**config.mk**
```make
export PLATFORM = sky130hd
export DESIGN_NAME = prs_regset
export DESIGN_NICKNAME = d
export VERILOG_FILES = /design/src/inc/prs_pkg.sv /design/src/core/prs_regset.sv
export VERILOG_INCLUDE_DIRS = /design/src /design/src/inc
export SDC_FILE = /design/constraint.sdc
export NUM_CORES = 1
export LEC_CHECK = 0
export BUFFER_PORTS_ARGS = -buffer_cell sky130_fd_sc_hd__buf_2
export CORE_UTILIZATION = 30
export DETAILED_ROUTE_END_ITERATION = 16
export GPL_ROUTABILITY_DRIVEN = 0
export PLACE_DENSITY = 0.52
export SYNTH_ARGS = -nofsm -noshare
export SYNTH_HDL_FRONTEND = slang
export SYNTH_SLANG_ARGS = --single-unit
```
**constraint.sdc**
```tcl
create_clock -name clk_i -period 3 [get_ports clk_i]
set_input_delay 0.6 -clock clk_i [delete_from_list [all_inputs] [get_ports clk_i]]
set_output_delay 0.6 -clock clk_i [all_outputs]
set_load 0.02 [all_outputs]
```
**src/inc/prs_defs.svh**
```systemverilog
`ifndef PRS_DEFS_SVH
`define PRS_DEFS_SVH
// ==========================================================
// register offsets (byte addresses on the wishbone slave)
`define PRS_OFF_NIA 8'h00
`define PRS_OFF_CSW 8'h04
`define PRS_OFF_STP 8'h08
`define PRS_OFF_GPR 8'h10
`define PRS_OFF_PAIR 8'h30
`define PRS_OFF_DEC 8'h40
`define PRS_OFF_DADDR 8'h44
// ==========================================================
// status word field positions
`define PRS_CSW_IE 7
`define PRS_CSW_Z 6
`define PRS_CSW_AC 4
`define PRS_CSW_CY 0
// ==========================================================
// reset values and memory map
`define PRS_NIA_RST 16'h0000
`define PRS_CSW_RST 8'h02
`define PRS_RAM_LO 16'hFE80
`define PRS_RAM_HI 16'hFEFF
`define PRS_SFR_LO 16'hFF00
`define PRS_DMEM_LO 16'hFE80
`endif

```
**src/inc/prs_pkg.sv**
```systemverilog
package prs_pkg;
	// ==========================================================
	// datapath update bundle from the decoder/alu
	typedef struct packed {
		logic nia_we;
		logic [15:0] nia;
		logic stp_we;
		logic [15:0] stp;
		logic flag_we;
		logic [8:0] result;
		logic [3:0] nib_a;
		logic [3:0] nib_b;
		logic sub;
		logic ie_we;
		logic ie;
		logic gpr_we;
		logic wide;
		logic [2:0] idx;
		logic [15:0] wdata;
	} prs_upd_s;
	// address region classes
	typedef enum logic [2:0] {
		PRS_REG_NONE = 3'b001,
		PRS_REG_RAM = 3'b010,
		PRS_REG_SFR = 3'b100
	} prs_region_e;
	// bus slave states
	typedef enum logic [1:0] {
		PRS_IDLE = 2'b01,
		PRS_ACK = 2'b10
	} prs_bus_e;
	// all state of the register set
	typedef struct packed {
		logic [15:0] nia;
		logic [7:0] csw;
		logic [15:0] stp;
		logic [7:0][7:0] gpr;
		prs_bus_e bus;
		logic [31:0] dat;
		logic err;
		logic [15:0] daddr;
		logic [15:0] rd_byte;
		logic [15:0] rd_pair;
		prs_region_e region;
		logic [7:0] sfr_off;
	} prs_state_s;
endpackage

```
**src/core/prs_regset.sv**
```systemverilog
// The implementer's own choices: register access over Wishbone and the placing of the registers.
`timescale 1ns/10ps
`include "prs_defs.svh"

module prs_regset
	import prs_pkg::*;
(
	// clock and reset
	input wire logic clk_i,
	input wire logic rst_i,
	// wishbone slave
	input wire logic cyc_i,
	input wire logic stb_i,
	input wire logic we_i,
	input wire logic [7:0] adr_i,
	input wire logic [3:0] sel_i,
	input wire logic [31:0] dat_i,
	output logic [31:0] dat_o,
	output logic ack_o,
	output logic err_o,
	// datapath side
	input wire prs_upd_s upd_i,
	input wire logic [2:0] rd_idx_i,
	input wire logic [1:0] rd_pidx_i,
	output logic [15:0] nia_o,
	output logic [7:0] csw_o,
	output logic [15:0] stp_o,
	output logic irq_accept_flag_o,
	output logic [15:0] rd_byte_o,
	output logic [15:0] rd_pair_o,
	output prs_region_e region_o,
	output logic [7:0] sfr_off_o
);
	// ==========================================================
	// helpers
	// pair index maps to low byte 2p and high byte 2p+1
	function automatic logic [15:0] pair_rd(input logic [7:0][7:0] g, input logic [1:0] p);
		pair_rd = {g[{p, 1'b1}], g[{p, 1'b0}]};
	endfunction

	// classify a data address in the 64 KB space
	function automatic prs_region_e classify(input logic [15:0] a);
		if (a >= `PRS_SFR_LO) begin
			classify = PRS_REG_SFR;
		end else if (a >= `PRS_DMEM_LO) begin
			classify = PRS_REG_RAM;
		end else begin
			classify = PRS_REG_NONE;
		end
	endfunction

	// expand byte selects to a bit mask
	function automatic logic [31:0] sel_mask(input logic [3:0] s);
		sel_mask = {{8{s[3]}}, {8{s[2]}}, {8{s[1]}}, {8{s[0]}}};
	endfunction

	prs_state_s q;
	prs_state_s next_q;
	logic [31:0] wmask;
	logic [31:0] rdata;
	logic [31:0] cur;
	logic hit;
	logic [7:0] csw_n;
	logic [4:0] nib_sum;
	logic [2:0] bidx;
	logic [1:0] pidx;

	// ==========================================================
	// next state
	always_comb begin
		next_q = q;
		wmask = sel_mask(sel_i);
		rdata = 32'h0000_0000;
		hit = 1'b1;
		cur = 32'h0000_0000;
		csw_n = q.csw;
		nib_sum = 5'h00;
		// byte window starts at 10h, so flip bit 4 to get index 0 at the window base
		bidx = adr_i[4:2] ^ 3'h4;
		pidx = adr_i[3:2];
		// datapath updates first; the bus write below overrides on a tie
		if (upd_i.nia_we) begin
			next_q.nia = upd_i.nia;
		end
		if (upd_i.stp_we) begin
			next_q.stp = upd_i.stp;
		end
		if (upd_i.flag_we) begin
			csw_n[`PRS_CSW_Z] = (upd_i.result[7:0] == 8'h00);
			// nibble add or subtract exposes the bit-3 carry/borrow in bit 4
			if (upd_i.sub) begin
				nib_sum = {1'b0, upd_i.nib_a} - {1'b0, upd_i.nib_b};
			end else begin
				nib_sum = {1'b0, upd_i.nib_a} + {1'b0, upd_i.nib_b};
			end
			csw_n[`PRS_CSW_AC] = nib_sum[4];
			csw_n[`PRS_CSW_CY] = upd_i.result[8];
		end
		if (upd_i.ie_we) begin
			csw_n[`PRS_CSW_IE] = upd_i.ie;
		end
		next_q.csw = csw_n;
		if (upd_i.gpr_we) begin
			if (upd_i.wide) begin
				next_q.gpr[{upd_i.idx[1:0], 1'b0}] = upd_i.wdata[7:0];
				next_q.gpr[{upd_i.idx[1:0], 1'b1}] = upd_i.wdata[15:8];
			end else begin
				next_q.gpr[upd_i.idx] = upd_i.wdata[7:0];
			end
		end
		// registered read ports; same storage for byte and pair indices
		next_q.rd_byte = {8'h00, q.gpr[rd_idx_i]};
		next_q.rd_pair = pair_rd(q.gpr, rd_pidx_i);
		next_q.region = classify(q.daddr);
		next_q.sfr_off = q.daddr[7:0];
		// read mux for the bus
		if (adr_i == `PRS_OFF_NIA) begin
			cur = {16'h0000, q.nia};
		end else if (adr_i == `PRS_OFF_CSW) begin
			cur = {24'h00_0000, q.csw};
		end else if (adr_i == `PRS_OFF_STP) begin
			cur = {16'h0000, q.stp};
		end else if (adr_i >= `PRS_OFF_GPR && adr_i < 8'h30 && adr_i[1:0] == 2'b00) begin
			cur = {24'h00_0000, q.gpr[bidx]};
		end else if (adr_i >= `PRS_OFF_PAIR && adr_i < `PRS_OFF_DEC && adr_i[1:0] == 2'b00) begin
			cur = {16'h0000, pair_rd(q.gpr, pidx)};
		end else if (adr_i == `PRS_OFF_DEC) begin
			cur = {21'h00_0000, q.sfr_off, q.region};
		end else if (adr_i == `PRS_OFF_DADDR) begin
			cur = {16'h0000, q.daddr};
		end else begin
			hit = 1'b0;
		end
		rdata = cur;
		// bus slave: answer one cycle after the request is seen, then drop
		case (q.bus)
			PRS_IDLE: begin
				if (cyc_i && stb_i) begin
					next_q.bus = PRS_ACK;
					next_q.err = !hit;
					next_q.dat = we_i ? 32'h0000_0000 : rdata;
				end
			end
			PRS_ACK: begin
				next_q.bus = PRS_IDLE;
				next_q.err = 1'b0;
				next_q.dat = 32'h0000_0000;
				// write takes effect at the acknowledging edge
				if (cyc_i && stb_i && we_i && hit) begin
					if (adr_i == `PRS_OFF_NIA) begin
						next_q.nia = (cur[15:0] & ~wmask[15:0]) | (dat_i[15:0] & wmask[15:0]);
					end else if (adr_i == `PRS_OFF_CSW) begin
						next_q.csw = (q.csw & ~wmask[7:0]) | (dat_i[7:0] & wmask[7:0]);
					end else if (adr_i == `PRS_OFF_STP) begin
						// no range check: software keeps it in fast RAM
						next_q.stp = (cur[15:0] & ~wmask[15:0]) | (dat_i[15:0] & wmask[15:0]);
					end else if (adr_i >= `PRS_OFF_GPR && adr_i < 8'h30) begin
						if (sel_i[0]) begin
							next_q.gpr[bidx] = dat_i[7:0];
						end
					end else if (adr_i >= `PRS_OFF_PAIR && adr_i < `PRS_OFF_DEC) begin
						if (sel_i[0]) begin
							next_q.gpr[{pidx, 1'b0}] = dat_i[7:0];
						end
						if (sel_i[1]) begin
							next_q.gpr[{pidx, 1'b1}] = dat_i[15:8];
						end
					end else if (adr_i == `PRS_OFF_DADDR) begin
						next_q.daddr = (cur[15:0] & ~wmask[15:0]) | (dat_i[15:0] & wmask[15:0]);
					end
				end
			end
			default: begin
				next_q.bus = PRS_IDLE;
			end
		endcase
	end

	// ==========================================================
	// state register; stack pointer and general registers keep no reset
	always_ff @(posedge clk_i) begin
		q <= next_q;
		if (rst_i) begin
			q.nia <= `PRS_NIA_RST;
			q.csw <= `PRS_CSW_RST;
			q.bus <= PRS_IDLE;
			q.dat <= 32'h0000_0000;
			q.err <= 1'b0;
			q.daddr <= 16'h0000;
			q.rd_byte <= 16'h0000;
			q.rd_pair <= 16'h0000;
			q.region <= PRS_REG_NONE;
			q.sfr_off <= 8'h00;
			// stack pointer deliberately not reset: software must load it
			q.stp <= next_q.stp;
		end
	end

	// ==========================================================
	// outputs straight from flip-flops
	assign dat_o = q.dat;
	assign ack_o = q.bus[1]; // one-hot ack state bit, no decode after the flop
	assign err_o = q.err;
	assign nia_o = q.nia;
	assign csw_o = q.csw;
	assign stp_o = q.stp;
	assign irq_accept_flag_o = q.csw[`PRS_CSW_IE];
	assign rd_byte_o = q.rd_byte;
	assign rd_pair_o = q.rd_pair;
	assign region_o = q.region;
	assign sfr_off_o = q.sfr_off;
endmodule // prs_regset

```
Word level (Yosys, flattened, before mapping)
Index checks and enable logic that the tools add are counted.
{"block": "word_totals", "wordCells": 168, "output_inout_bits": 118, "n_memories": 0, "inputBits": 130, "ram_bits": 0, "latchBits": 0, "regBits": 198, "mem_bits_ro": 0}
{"block": "op_classes", "shifts": 0, "bitwise": 15, "mul": 0, "add_sub_neg": 2, "n_div": 0, "muxes": 78, "reduce_logical": 23, "order_cmp": 21, "n_eq_ne": 7}
{"cell": "$mux W64", "count": 15}
{"cell": "$bwmux W64", "count": 6}
{"cell": "$mux W104", "count": 2}
{"cell": "$mux W16", "count": 11}
{"cell": "$mux W8", "count": 13}
{"cell": "$mux W88", "count": 1}
{"cell": "$mux W80", "count": 1}
{"cell": "$pmux W33 S2", "count": 1}
{"cell": "$bmux W8 S2", "count": 4}
{"cell": "$demux W8 S2", "count": 4}
{"cell": "$bmux W8 S3", "count": 2}
{"cell": "$demux W8 S3", "count": 2}
{"cell": "$lt A3 B4 Y1 const B", "count": 9}
{"cell": "$mux W33", "count": 1}
{"cell": "$and A16 B16 Y16", "count": 2}
{"cell": "$ge A16 B16 Y1 const B", "count": 2}
{"cell": "$mux W32", "count": 1}
{"cell": "$ge A3 B1 Y1 const B", "count": 6}
{"cell": "$and A8 B8 Y8", "count": 2}
{"cell": "$eq A8 B7 Y1 const B", "count": 2}
{"cell": "$logic_not A8 Y1", "count": 2}
{"cell": "$not A16 Y16", "count": 1}
{"cell": "$or A16 B16 Y16", "count": 1}
{"cell": "$logic_and A1 B1 Y1", "count": 13}
{"cell": "other kinds (25)", "count": 42}

Logic depth before layout (Yosys ltp)
Gate-level depths: netlist of run 1.
{"block": "depth", "word_depth": 26, "mapped_depth": 10, "depth_no_buf": 9}

Least setup slack after synthesis of run 1
Ideal clock, no wire load.
{"block": "synth_timing", "path_type": "input -> register", "start": "input port adr_i[4]", "end": "register q[132] (netlist bit)", "n_path_buf": 3, "setup_ns": 0.118, "required_time_ns": 2.882, "slack_ns": 0.512, "stages": 9, "arrival_ns": 2.370, "cell_sequence": "buf_6 > or4b_4 > o21ai_2 > nand3_4 > or4_1 > buf_2 > buf_6 > nor2_2 > a21oi_2"}
{"element": "from (decl)", "line": "prs_regset.sv:15", "source": "input wire logic [7:0] adr_i,"}
{"element": "to (signal assigned)", "line": "prs_regset.sv:182", "source": "q <= next_q;"}
{"element": "to (decl)", "line": "prs_regset.sv:57", "source": "prs_state_s q;"}

Worst setup path after layout of run 1
{"block": "layout_timing", "start": "input port adr_i[4]", "end": "register q[58] (netlist bit)"}
{"block": "layout_via", "elab_chain_cells": 10, "elab_cells_between_ends": 36, "cone_classes": "order compare: 4; eq/ne: 4; mux: 14; bitwise: 7; reduce/logical: 7"}
{"element": "$ge A8 B6 Y1 (no source line), or another cell as far along"}
{"element": "$logic_and A1 B1 Y1 (no source line), or another cell as far along"}
{"element": "$logic_and A1 B1 Y1, or another cell as far along", "line": "prs_regset.sv:125", "source": "end else if (adr_i >= `PRS_OFF_PAIR && adr_i < `PRS_OFF_DEC && adr_i[1:0] == 2'b00) begin"}
{"element": "$mux W1 / $mux W16 (equally long branches)", "line": "prs_regset.sv:125"}
{"element": "$mux W1 / $mux W16 (equally long branches)", "line": "prs_regset.sv:123", "source": "end else if (adr_i >= `PRS_OFF_GPR && adr_i < 8'h30 && adr_i[1:0] == 2'b00) begin"}
{"element": "$mux W1 / $mux W16 (equally long branches)", "line": "prs_regset.sv:121", "source": "end else if (adr_i == `PRS_OFF_STP) begin"}
{"element": "$mux W1 / $mux W16 (equally long branches)", "line": "prs_regset.sv:119", "source": "end else if (adr_i == `PRS_OFF_CSW) begin"}
{"element": "$mux W1 / $mux W16 (equally long branches)", "line": "prs_regset.sv:117", "source": "if (adr_i == `PRS_OFF_NIA) begin"}
{"element": "$logic_and A1 B1 Y1 / $and A16 B16 Y16 (equally long branches)", "line": "prs_regset.sv:149, prs_regset.sv:169"}
{"element": "$reduce_and A8 Y1 (no source line) / $or A16 B16 Y16 (equally long branches)"}
Parallel ways exist; a longest one is shown, timed or not.
A chain may end at the register's enable or synchronous reset.

==> summary.md, run 1 <==
| Metric | Value |
|---|---|
| Filler instances | 3889 |
| Critical Path Max Stage Delay | 460 ps |
| PortBufs | 205 |
| Post-synth top area cell | dfxtp_1 |
| Synth top area share | 0.302 |
| Final Cell Area | ~13000 um2 |
| Synth Flop Type | dfxtp_1 |
| Max-cap viol count | 0 |
| Synth Instances | 1319 |
| Final number of hold-violating endpoints | 0 |
| DR iter-0 viols | 1187 |
| CP Cell Sequence | buf_2 > buf_12 > and3b_1 > and2_1 > o311ai_0 > a32oi_1 > mux2i_1 > a211oi_1 |
| Row count | 71 |
| Largest family of logic cells by synthesized area | compound AO/OA/AOI/OAI gates |
| Placed Cells | 1890 |
| DRC Markers | 0 |
| Fmax | 0.398 GHz |
| Routed WL | 45300 um |
| CTS clk-pin slew, worst paths | approximately 70 ps |
| Hold Crit Depth | 2 |
| Die Area | 39200 um2 |
| GRT overflow | 0 |
| Worst R2R End | q[55]$_SDFFE_PP0P_ |
| Worst IR Drop VDD | 0.343 mV |
| Mapped cell area | 11500 um2 |
| CP max FO | 39 |
| Share of layout cells above drive strength 1 | 0.266 |
| Synth unique cells | 61 |
| Cts hold-fix bufs | 0 |
| Clk sinks | between 150 and 200 |
| Post-Route Setup TNS | 0 ps |
| # resized after CTS | 0 |
| Drt wl/cell | between 20 and 25 um |
| HP Class | input pin to register |
| Power Density | 532 nW/um2 |
| Crit path DAT | 2880 ps |
| RSZ-0062 raised after global routing | false |
| Die width | 198 um |
| Leakage power | between 5 and 6 nW |
| Headroom to the max-slew limit | 0.279 |
| Status | finished clean |
| Die height | 198 um |
| Critical-path top delay cell | and2_1 |
| Post-Synth Simple-Gate Area | 0.170 |
| Placed Area | 12400 um2 |
| Ports | 248 |
| Sequential share of the synthesized area | 0.302 |
| Flop2flop setup slack | 840 ps |
| P&R area growth vs syn | 12.7% |
| First-pass GRT wire length | about 66000 um |
| Final period util | 0.837 |
| Endpoints failing setup | 0 |
| Largest net degree at the start of global routing | 54 |
| Fin. max-slew vios | 0 |
| Worst-Skew Late Latency | 460 ps |
| Reg2Reg Depth | 6 |
| Min-delay src | upd_i[41] |
| Adder-cell share of the synthesized area | 0.00435 |
| Nets | 1532 |
| Vias | 10900 |
| All-Layer GR Usage | 0.229 |
| Finished Layout Cells | 1927 |
| Post-synth EDFFs | 0 |
| Drt first pass iters | 6 |
| Vias in the first global route | 10200 |
| Storage cell area | 3480 um2 |
| Clk_skew | approximately 20 ps |
| CP required | roughly 3400 ps |
| Ys async rst share | 0 |
| CTS tree | done |
| Synth Area in Compound Gates | 0.200 |
| Synth warnings | 0 |
| Initial antenna violation count | 7 |
| Max Root-Sink Buffers | 2 |
| Synth Area in XOR/XNOR | 0.00456 |
| Core Area | 37800 um2 |
| Area of the multi-input gates | 6760 um2 |
| HPWL Detailed | roughly 34000 um |
| Crit. Startpoint | adr_i[4] |
| CP endpoint kind | register |
| Vias/cell | 5.66 |
| Top cells by area, synth | dfxtp_1 30%, mux4_2 9.2%, mux2i_1 8.8% |
| Mux share of post-synthesis cell area | 0.199 |
| Avg Inst Size Synth | 8.73 um2 |
| Buffers inserted by post-CTS timing repair | 0 |
| H-tree depth | 4 |
| Post-DRT Antenna Nets | 0 |
| Synthesized flop and latch total | 174 |
| Startpoint Class | input pin |
| Worst R2R Start | q[154]$_DFF_P_ |
| CP Class | input pin to register |
| Starting Density | 0.305 |
| Least-Margin Pin Slew | 1080 ps |
| Num CTS Buffers | 17 |
| CTS root buf | clkbuf_16 |
| Fin crit period | 2510 ps |
[synthesized netlist by cell type, types with 3 or more instances]
master	n
mux2i_1	101
mux4_2	47
or3_1	4
a22oi_1	44
nand3b_1	11
o211ai_1	3
xnor2_1	4
o221ai_1	4
nor2b_1	38
nor4_1	10
inv_1	6
nand4_1	4
nand2b_1	29
nor3b_1	4
buf_4	119
ha_1	4
clkbuf_1	76
a21oi_1	60
a2111oi_0	8
a22o_1	9
buf_2	23
dfxtp_1	174
mux2_2	20
o21ai_0	68
nand3_1	16
nor2_2	3
a221oi_1	14
nor2_1	93
a211oi_1	48
a31oi_1	27
nand2_1	92
and2_1	22
buf_1	8
nor3_1	29
o22ai_1	31
a222oi_1	15
and3_1	15
[layout by cell type, fill, tap and decap left out, types with 4 or more instances in the layout]
cell,instances
or3_1,4
nand2b_1,29
conb_1,24
clkinvlp_4,4
xnor2_1,4
o221ai_1,4
nor4_1,10
a222oi_1,15
mux2i_1,101
ha_1,4
o22ai_1,31
nor2b_1,38
o21ai_0,68
a221oi_1,14
buf_2,205
inv_1,6
nand4_1,4
nand3b_1,11
and2_1,22
nor3_1,28
a2111oi_0,8
inv_6,5
a22oi_1,44
dfxtp_1,174
a21oi_1,60
nand3_1,16
mux2_2,20
buf_4,58
a211oi_1,48
a22o_1,9
mux4_2,47
and3_1,15
diode_2,5
clkbuf_16,17
a31oi_1,27
nor3b_1,4
nand2_1,92
nor2_1,93
[sequential cells by signal, summed over array words and instances (netlist names), named ones only]
register and flops:
err_o 1, dat_o 16, q 73, rd_byte_o 8, sfr_off_o 8, region_o 3, next_q 8, ack_o 1
rd_pair_o 16, stp_o 16, nia_o 16
[worst max-delay path: cells and delay by family]
family / cells / cell delay [ps]
AOI/OAI and AO/OA: 3 / 890
muxes: 1 / 190
buffers and inverters: 2 / 500
and+or+nand+nor: 2 / 670
[where the power goes]
| part | switching, mW | internal (mW) | leakage [nW] | total [mW] |
|---|---|---|---|---|
| combinational | 0.888 | 0.783 | 3.56 | 1.67 |
| sequential | 0.418 | 2.61 | 1.44 | 3.02 |
| clock | 1.09 | 1.11 | 0.266 | 2.21 |
| total | 2.40 | 4.50 | 5.27 | 6.90 |
[metrics by stage]
stage	hold WS (ps)	setup WS (ps)	total power, mW	util
finish	360	489	6.90	0.344
global route	343	383	7.20	0.344
CTS	342	555	6.90	0.343
detailed placement	438	74.2	4.71	0.328
global placement	433	133	4.67	0.328
floorplan	429	512	4.17	-
[kinds of logic (layout without fill, tap and decap cells)]
kind of cell	after synthesis	after routing
flip-flops	174	174
buffers and inverters	234	303
other	1	29
adder cells (fa/ha/maj)	4	4
AND/OR/NAND/NOR	385	385
multiplexers	168	168
XOR/XNOR	6	6
AO/OA/AOI/OAI	347	347
[layout make-up]
class	instances	share of cell area
antenna	5	0.000964
clock buffer	18	0.0338
clock inverter	14	0.00935
inverter	6	0.00174
multi-input combinational	934	0.521
sequential	174	0.268
tap	511	0.0493
timing repair buffer	265	0.116
[routing by layer]
metal,up-vias,global-route usage,share of wire
li1,4937,-,-
met1,5338,0.314,0.44
met2,538,0.353,0.45
met3,83,0.0393,0.075
met4,2,0.0999,0.035
met5,-,0,0.00018
[how the worst max path moves through the flow]
stage | endpoint | cells after the start
floorplan | q[132]$_DFF_P_ | 9
global placement | next_q[2]$_SDFFE_PP0P_ | 8
detailed placement | next_q[2]$_SDFFE_PP0P_ | 8
CTS | q[58]$_SDFFE_PP0P_ | 7
global route | q[58]$_SDFFE_PP0P_ | 8
finish | q[58]$_SDFFE_PP0P_ | 8
Note: power is estimated with default switching activity, not from simulation.
==> inputs of run 2 (changes only) <==
--- a/config.mk
+++ b/config.mk
@@ -10,7 +10,7 @@
 export CORE_UTILIZATION = 30
 export DETAILED_ROUTE_END_ITERATION = 16
 export GPL_ROUTABILITY_DRIVEN = 0
-export PLACE_DENSITY = 0.52
+export PLACE_DENSITY = 0.54
 export SYNTH_ARGS = -nofsm -noshare
 export SYNTH_HDL_FRONTEND = slang
 export SYNTH_SLANG_ARGS = --single-unit
==> constraint.sdc (replaced) <==
create_clock -name clk_i -period 2.1 [get_ports clk_i]
set_input_delay 0.42 -clock clk_i [delete_from_list [all_inputs] [get_ports clk_i]]
set_output_delay 0.42 -clock clk_i [all_outputs]
set_load 0.02 [all_outputs]
==> summary.md, run 2 (same netlist as run 1, synthesis figures left out) <==
| Metric | Value |
|---|---|
| Filler instances | 3928 (+1.0%) |
| Die height | 198 um (unchanged) |
| Final number of hold-violating endpoints | 0 (unchanged) |
| Drt first pass iters | 8 (+2) |
| Power Density | 716 nW/um2 (+35%) |
| Routed WL | 47200 um (+4.1%) |
| CP Class | input pin to register |
| Fmax | approximately 0.49 GHz |
| Post-DRT Antenna Nets | 0 (unchanged) |
| Drt wl/cell | 23.0 um (-2.3%) |
| Die Area | 39200 um2 (unchanged) |
| Row count | 71 (unchanged) |
| Finished Layout Cells | 2053 (+6.5%) |
| Vias in the first global route | 10700 (+5.5%) |
| Crit path DAT | 2350 ps (-530 ps) |
| DRC Markers | 0 (unchanged) |
| Initial antenna violation count | 3 (-4) |
| HPWL Detailed | 36900 um (+7.1%) |
| Core Area | 37800 um2 (unchanged) |
| Clk sinks | 174 (unchanged) |
| Die width | 198 um (unchanged) |
| Commonest non-fill, non-tap cell in the layout | buf_2 |
| Reg2Reg Depth | 6 (unchanged) |
| Max FFs per register | 73 (unchanged) |
| CTS root buf | clkbuf_16 |
| H-tree depth | 4 (unchanged) |
| DR iter-0 viols | 1289 (+8.6%) |
| M1 wire length | 20500 um (+3.3%) |
| Placement Setup Slack | -561 ps (-635 ps) |
| Least-Margin Pin Slew | 861 ps (-218 ps) |
| Startpoint Class | input pin |
| All-Layer GR Usage | 0.237 (+0.00784) |
| Clk_skew | 15.4 ps (-4.76 ps) |
| Share of layout cells above drive strength 1 | 0.342 (+0.0751) |
| Metal3 WL | 3950 um (+16%) |
| Headroom to the max-slew limit | 0.425 (+0.146) |
| Vias | 11400 (+4.1%) |
| First-pass GRT wire length | 68500 um (+3.7%) |
| Met2 WL | 21000 um (+2.6%) |
| CTS tree | done |
| CTS clk-pin slew, worst paths | 70 ps (about the same) |
| GRT overflow | 0 (unchanged) |
| Ports | 248 (unchanged) |
| Most frequent cells in the layout | 204 x buf_2, 181 x buf_4, 174 x dfxtp_1 |
| Num CTS Buffers | 17 (unchanged) |
| Starting Density | 0.305 (unchanged) |
| Nets | 1661 (+8.4%) |
| Endpoints failing setup | 0 (unchanged) |
| P&R area growth vs syn | 23.1% |
| CP required | 2410 ps (-950 ps) |
| Area of the multi-input gates | 6890 um2 (+2.1%) |
| Largest net degree at the start of global routing | 36 (-33%) |
| Status | finished clean |
| CP endpoint kind | register |
| Final period util | 0.972 |
| Fin crit period | about 2000 ps |
| Max Root-Sink Buffers | 2 (unchanged) |
| Placed Cells | 2018 (+6.8%) |
| Flop2flop setup slack | 80 ps (-760 ps) |
| CP max FO | 11 (-72%) |
| Worst IR Drop VDD | 0.529 mV (+54%) |
| Worst-Skew Late Latency | 450 ps (about the same) |
| Most flops, register | q |
| Max Used Layer | met5 |
| Storage cell area | 3480 um2 (unchanged) |
| Max-cap viol count | 0 (unchanged) |
| RSZ-0062 raised after global routing | false |
| Vias/cell | 5.53 (-2.2%) |
| PortBufs | 205 (unchanged) |
| Fin. max-slew vios | 0 (unchanged) |
| Hold Crit Depth | 3 (+1) |
| HP Class | input pin to register |
| Final worst slack | 58.2 ps (-431 ps) |
| Leakage power | 5.96 nW (+13%) |
-- run 2: cell count changes in the layout (fill, tap and decap cells not counted), moves of 4 or more --
cell / delta
a2111oi_0: -7
a2111oi_1: +5
buf_12: +7
buf_4: +123
nor2_1: -4
nor2_4: +7
-- run 2: final cells by class --
class | count | share of cell area
multi-input combinational | 934 | 0.486
sequential | 174 | 0.246
timing repair buffer | 394 | 0.181
tap | 511 | 0.0451
clock buffer | 20 | 0.0322
clock inverter | 12 | 0.00794
inverter | 6 | 0.00159
antenna | 2 | 0.000353
-- run 2: per-layer routing --
layer / global-route usage / vias up
li1: - / 5207
met1: 0.323 / 5471
met2: 0.363 / 585
met3: 0.0453 / 85
met4: 0.104 / 2
met5: 0 / -
-- run 2: power by group --
group | internal, mW | total, mW | switching [mW]
clock network | 1.70 | 3.14 | 1.44
logic | 1.33 | 2.84 | 1.51
registers | 3.72 | 4.17 | 0.443
total | 6.76 | 10.2 | 3.39
-- run 2: worst max-delay path: stages --
cell and delay, ps:
buf_2 290, nor2b_1 740, a22oi_1 150, a21oi_1 190
buf_4 140, a31oi_1 40, nor2_1 240, a211oi_1 120
-- run 2: metrics by stage --
stage          area [um2]  setup TNS [ps]  power, mW  hold WS [ps]   util
3_5_place_dp        13500          -34840       7.01           467  0.358
6_report            14200               0       10.2           255  0.375
4_1_cts             14100               0       10.1           229  0.374
5_1_grt             14200               0       10.5           229  0.375
3_3_place_gp        13500          -32950       6.96           463  0.358
2_1_floorplan       11700           -2190       5.98           429      -
-- run 2: path summary, 6_finish.rpt --
kind | start | end
worst min-delay path | upd_i[53] | stp_o[11]$_DFF_P_
worst min register to register | err_o$_SDFFE_PP0P_ | err_o$_SDFFE_PP0P_
worst max register to register | q[154]$_DFF_P_ | stp_o[12]$_DFF_P_
worst max-delay path | adr_i[3] | next_q[4]$_SDFFE_PP0P_
-- run 2: repair_timing --
| action | 4_1_cts | 5_1_grt |
|---|---|---|
| resized for setup | 3 | 13 |
| endpoints found under the setup margin | 5 | 68 |
| buffers inserted | 0 | 1 |
| hold buffers | 0 | 0 |
| pin swaps | 0 | 1 |
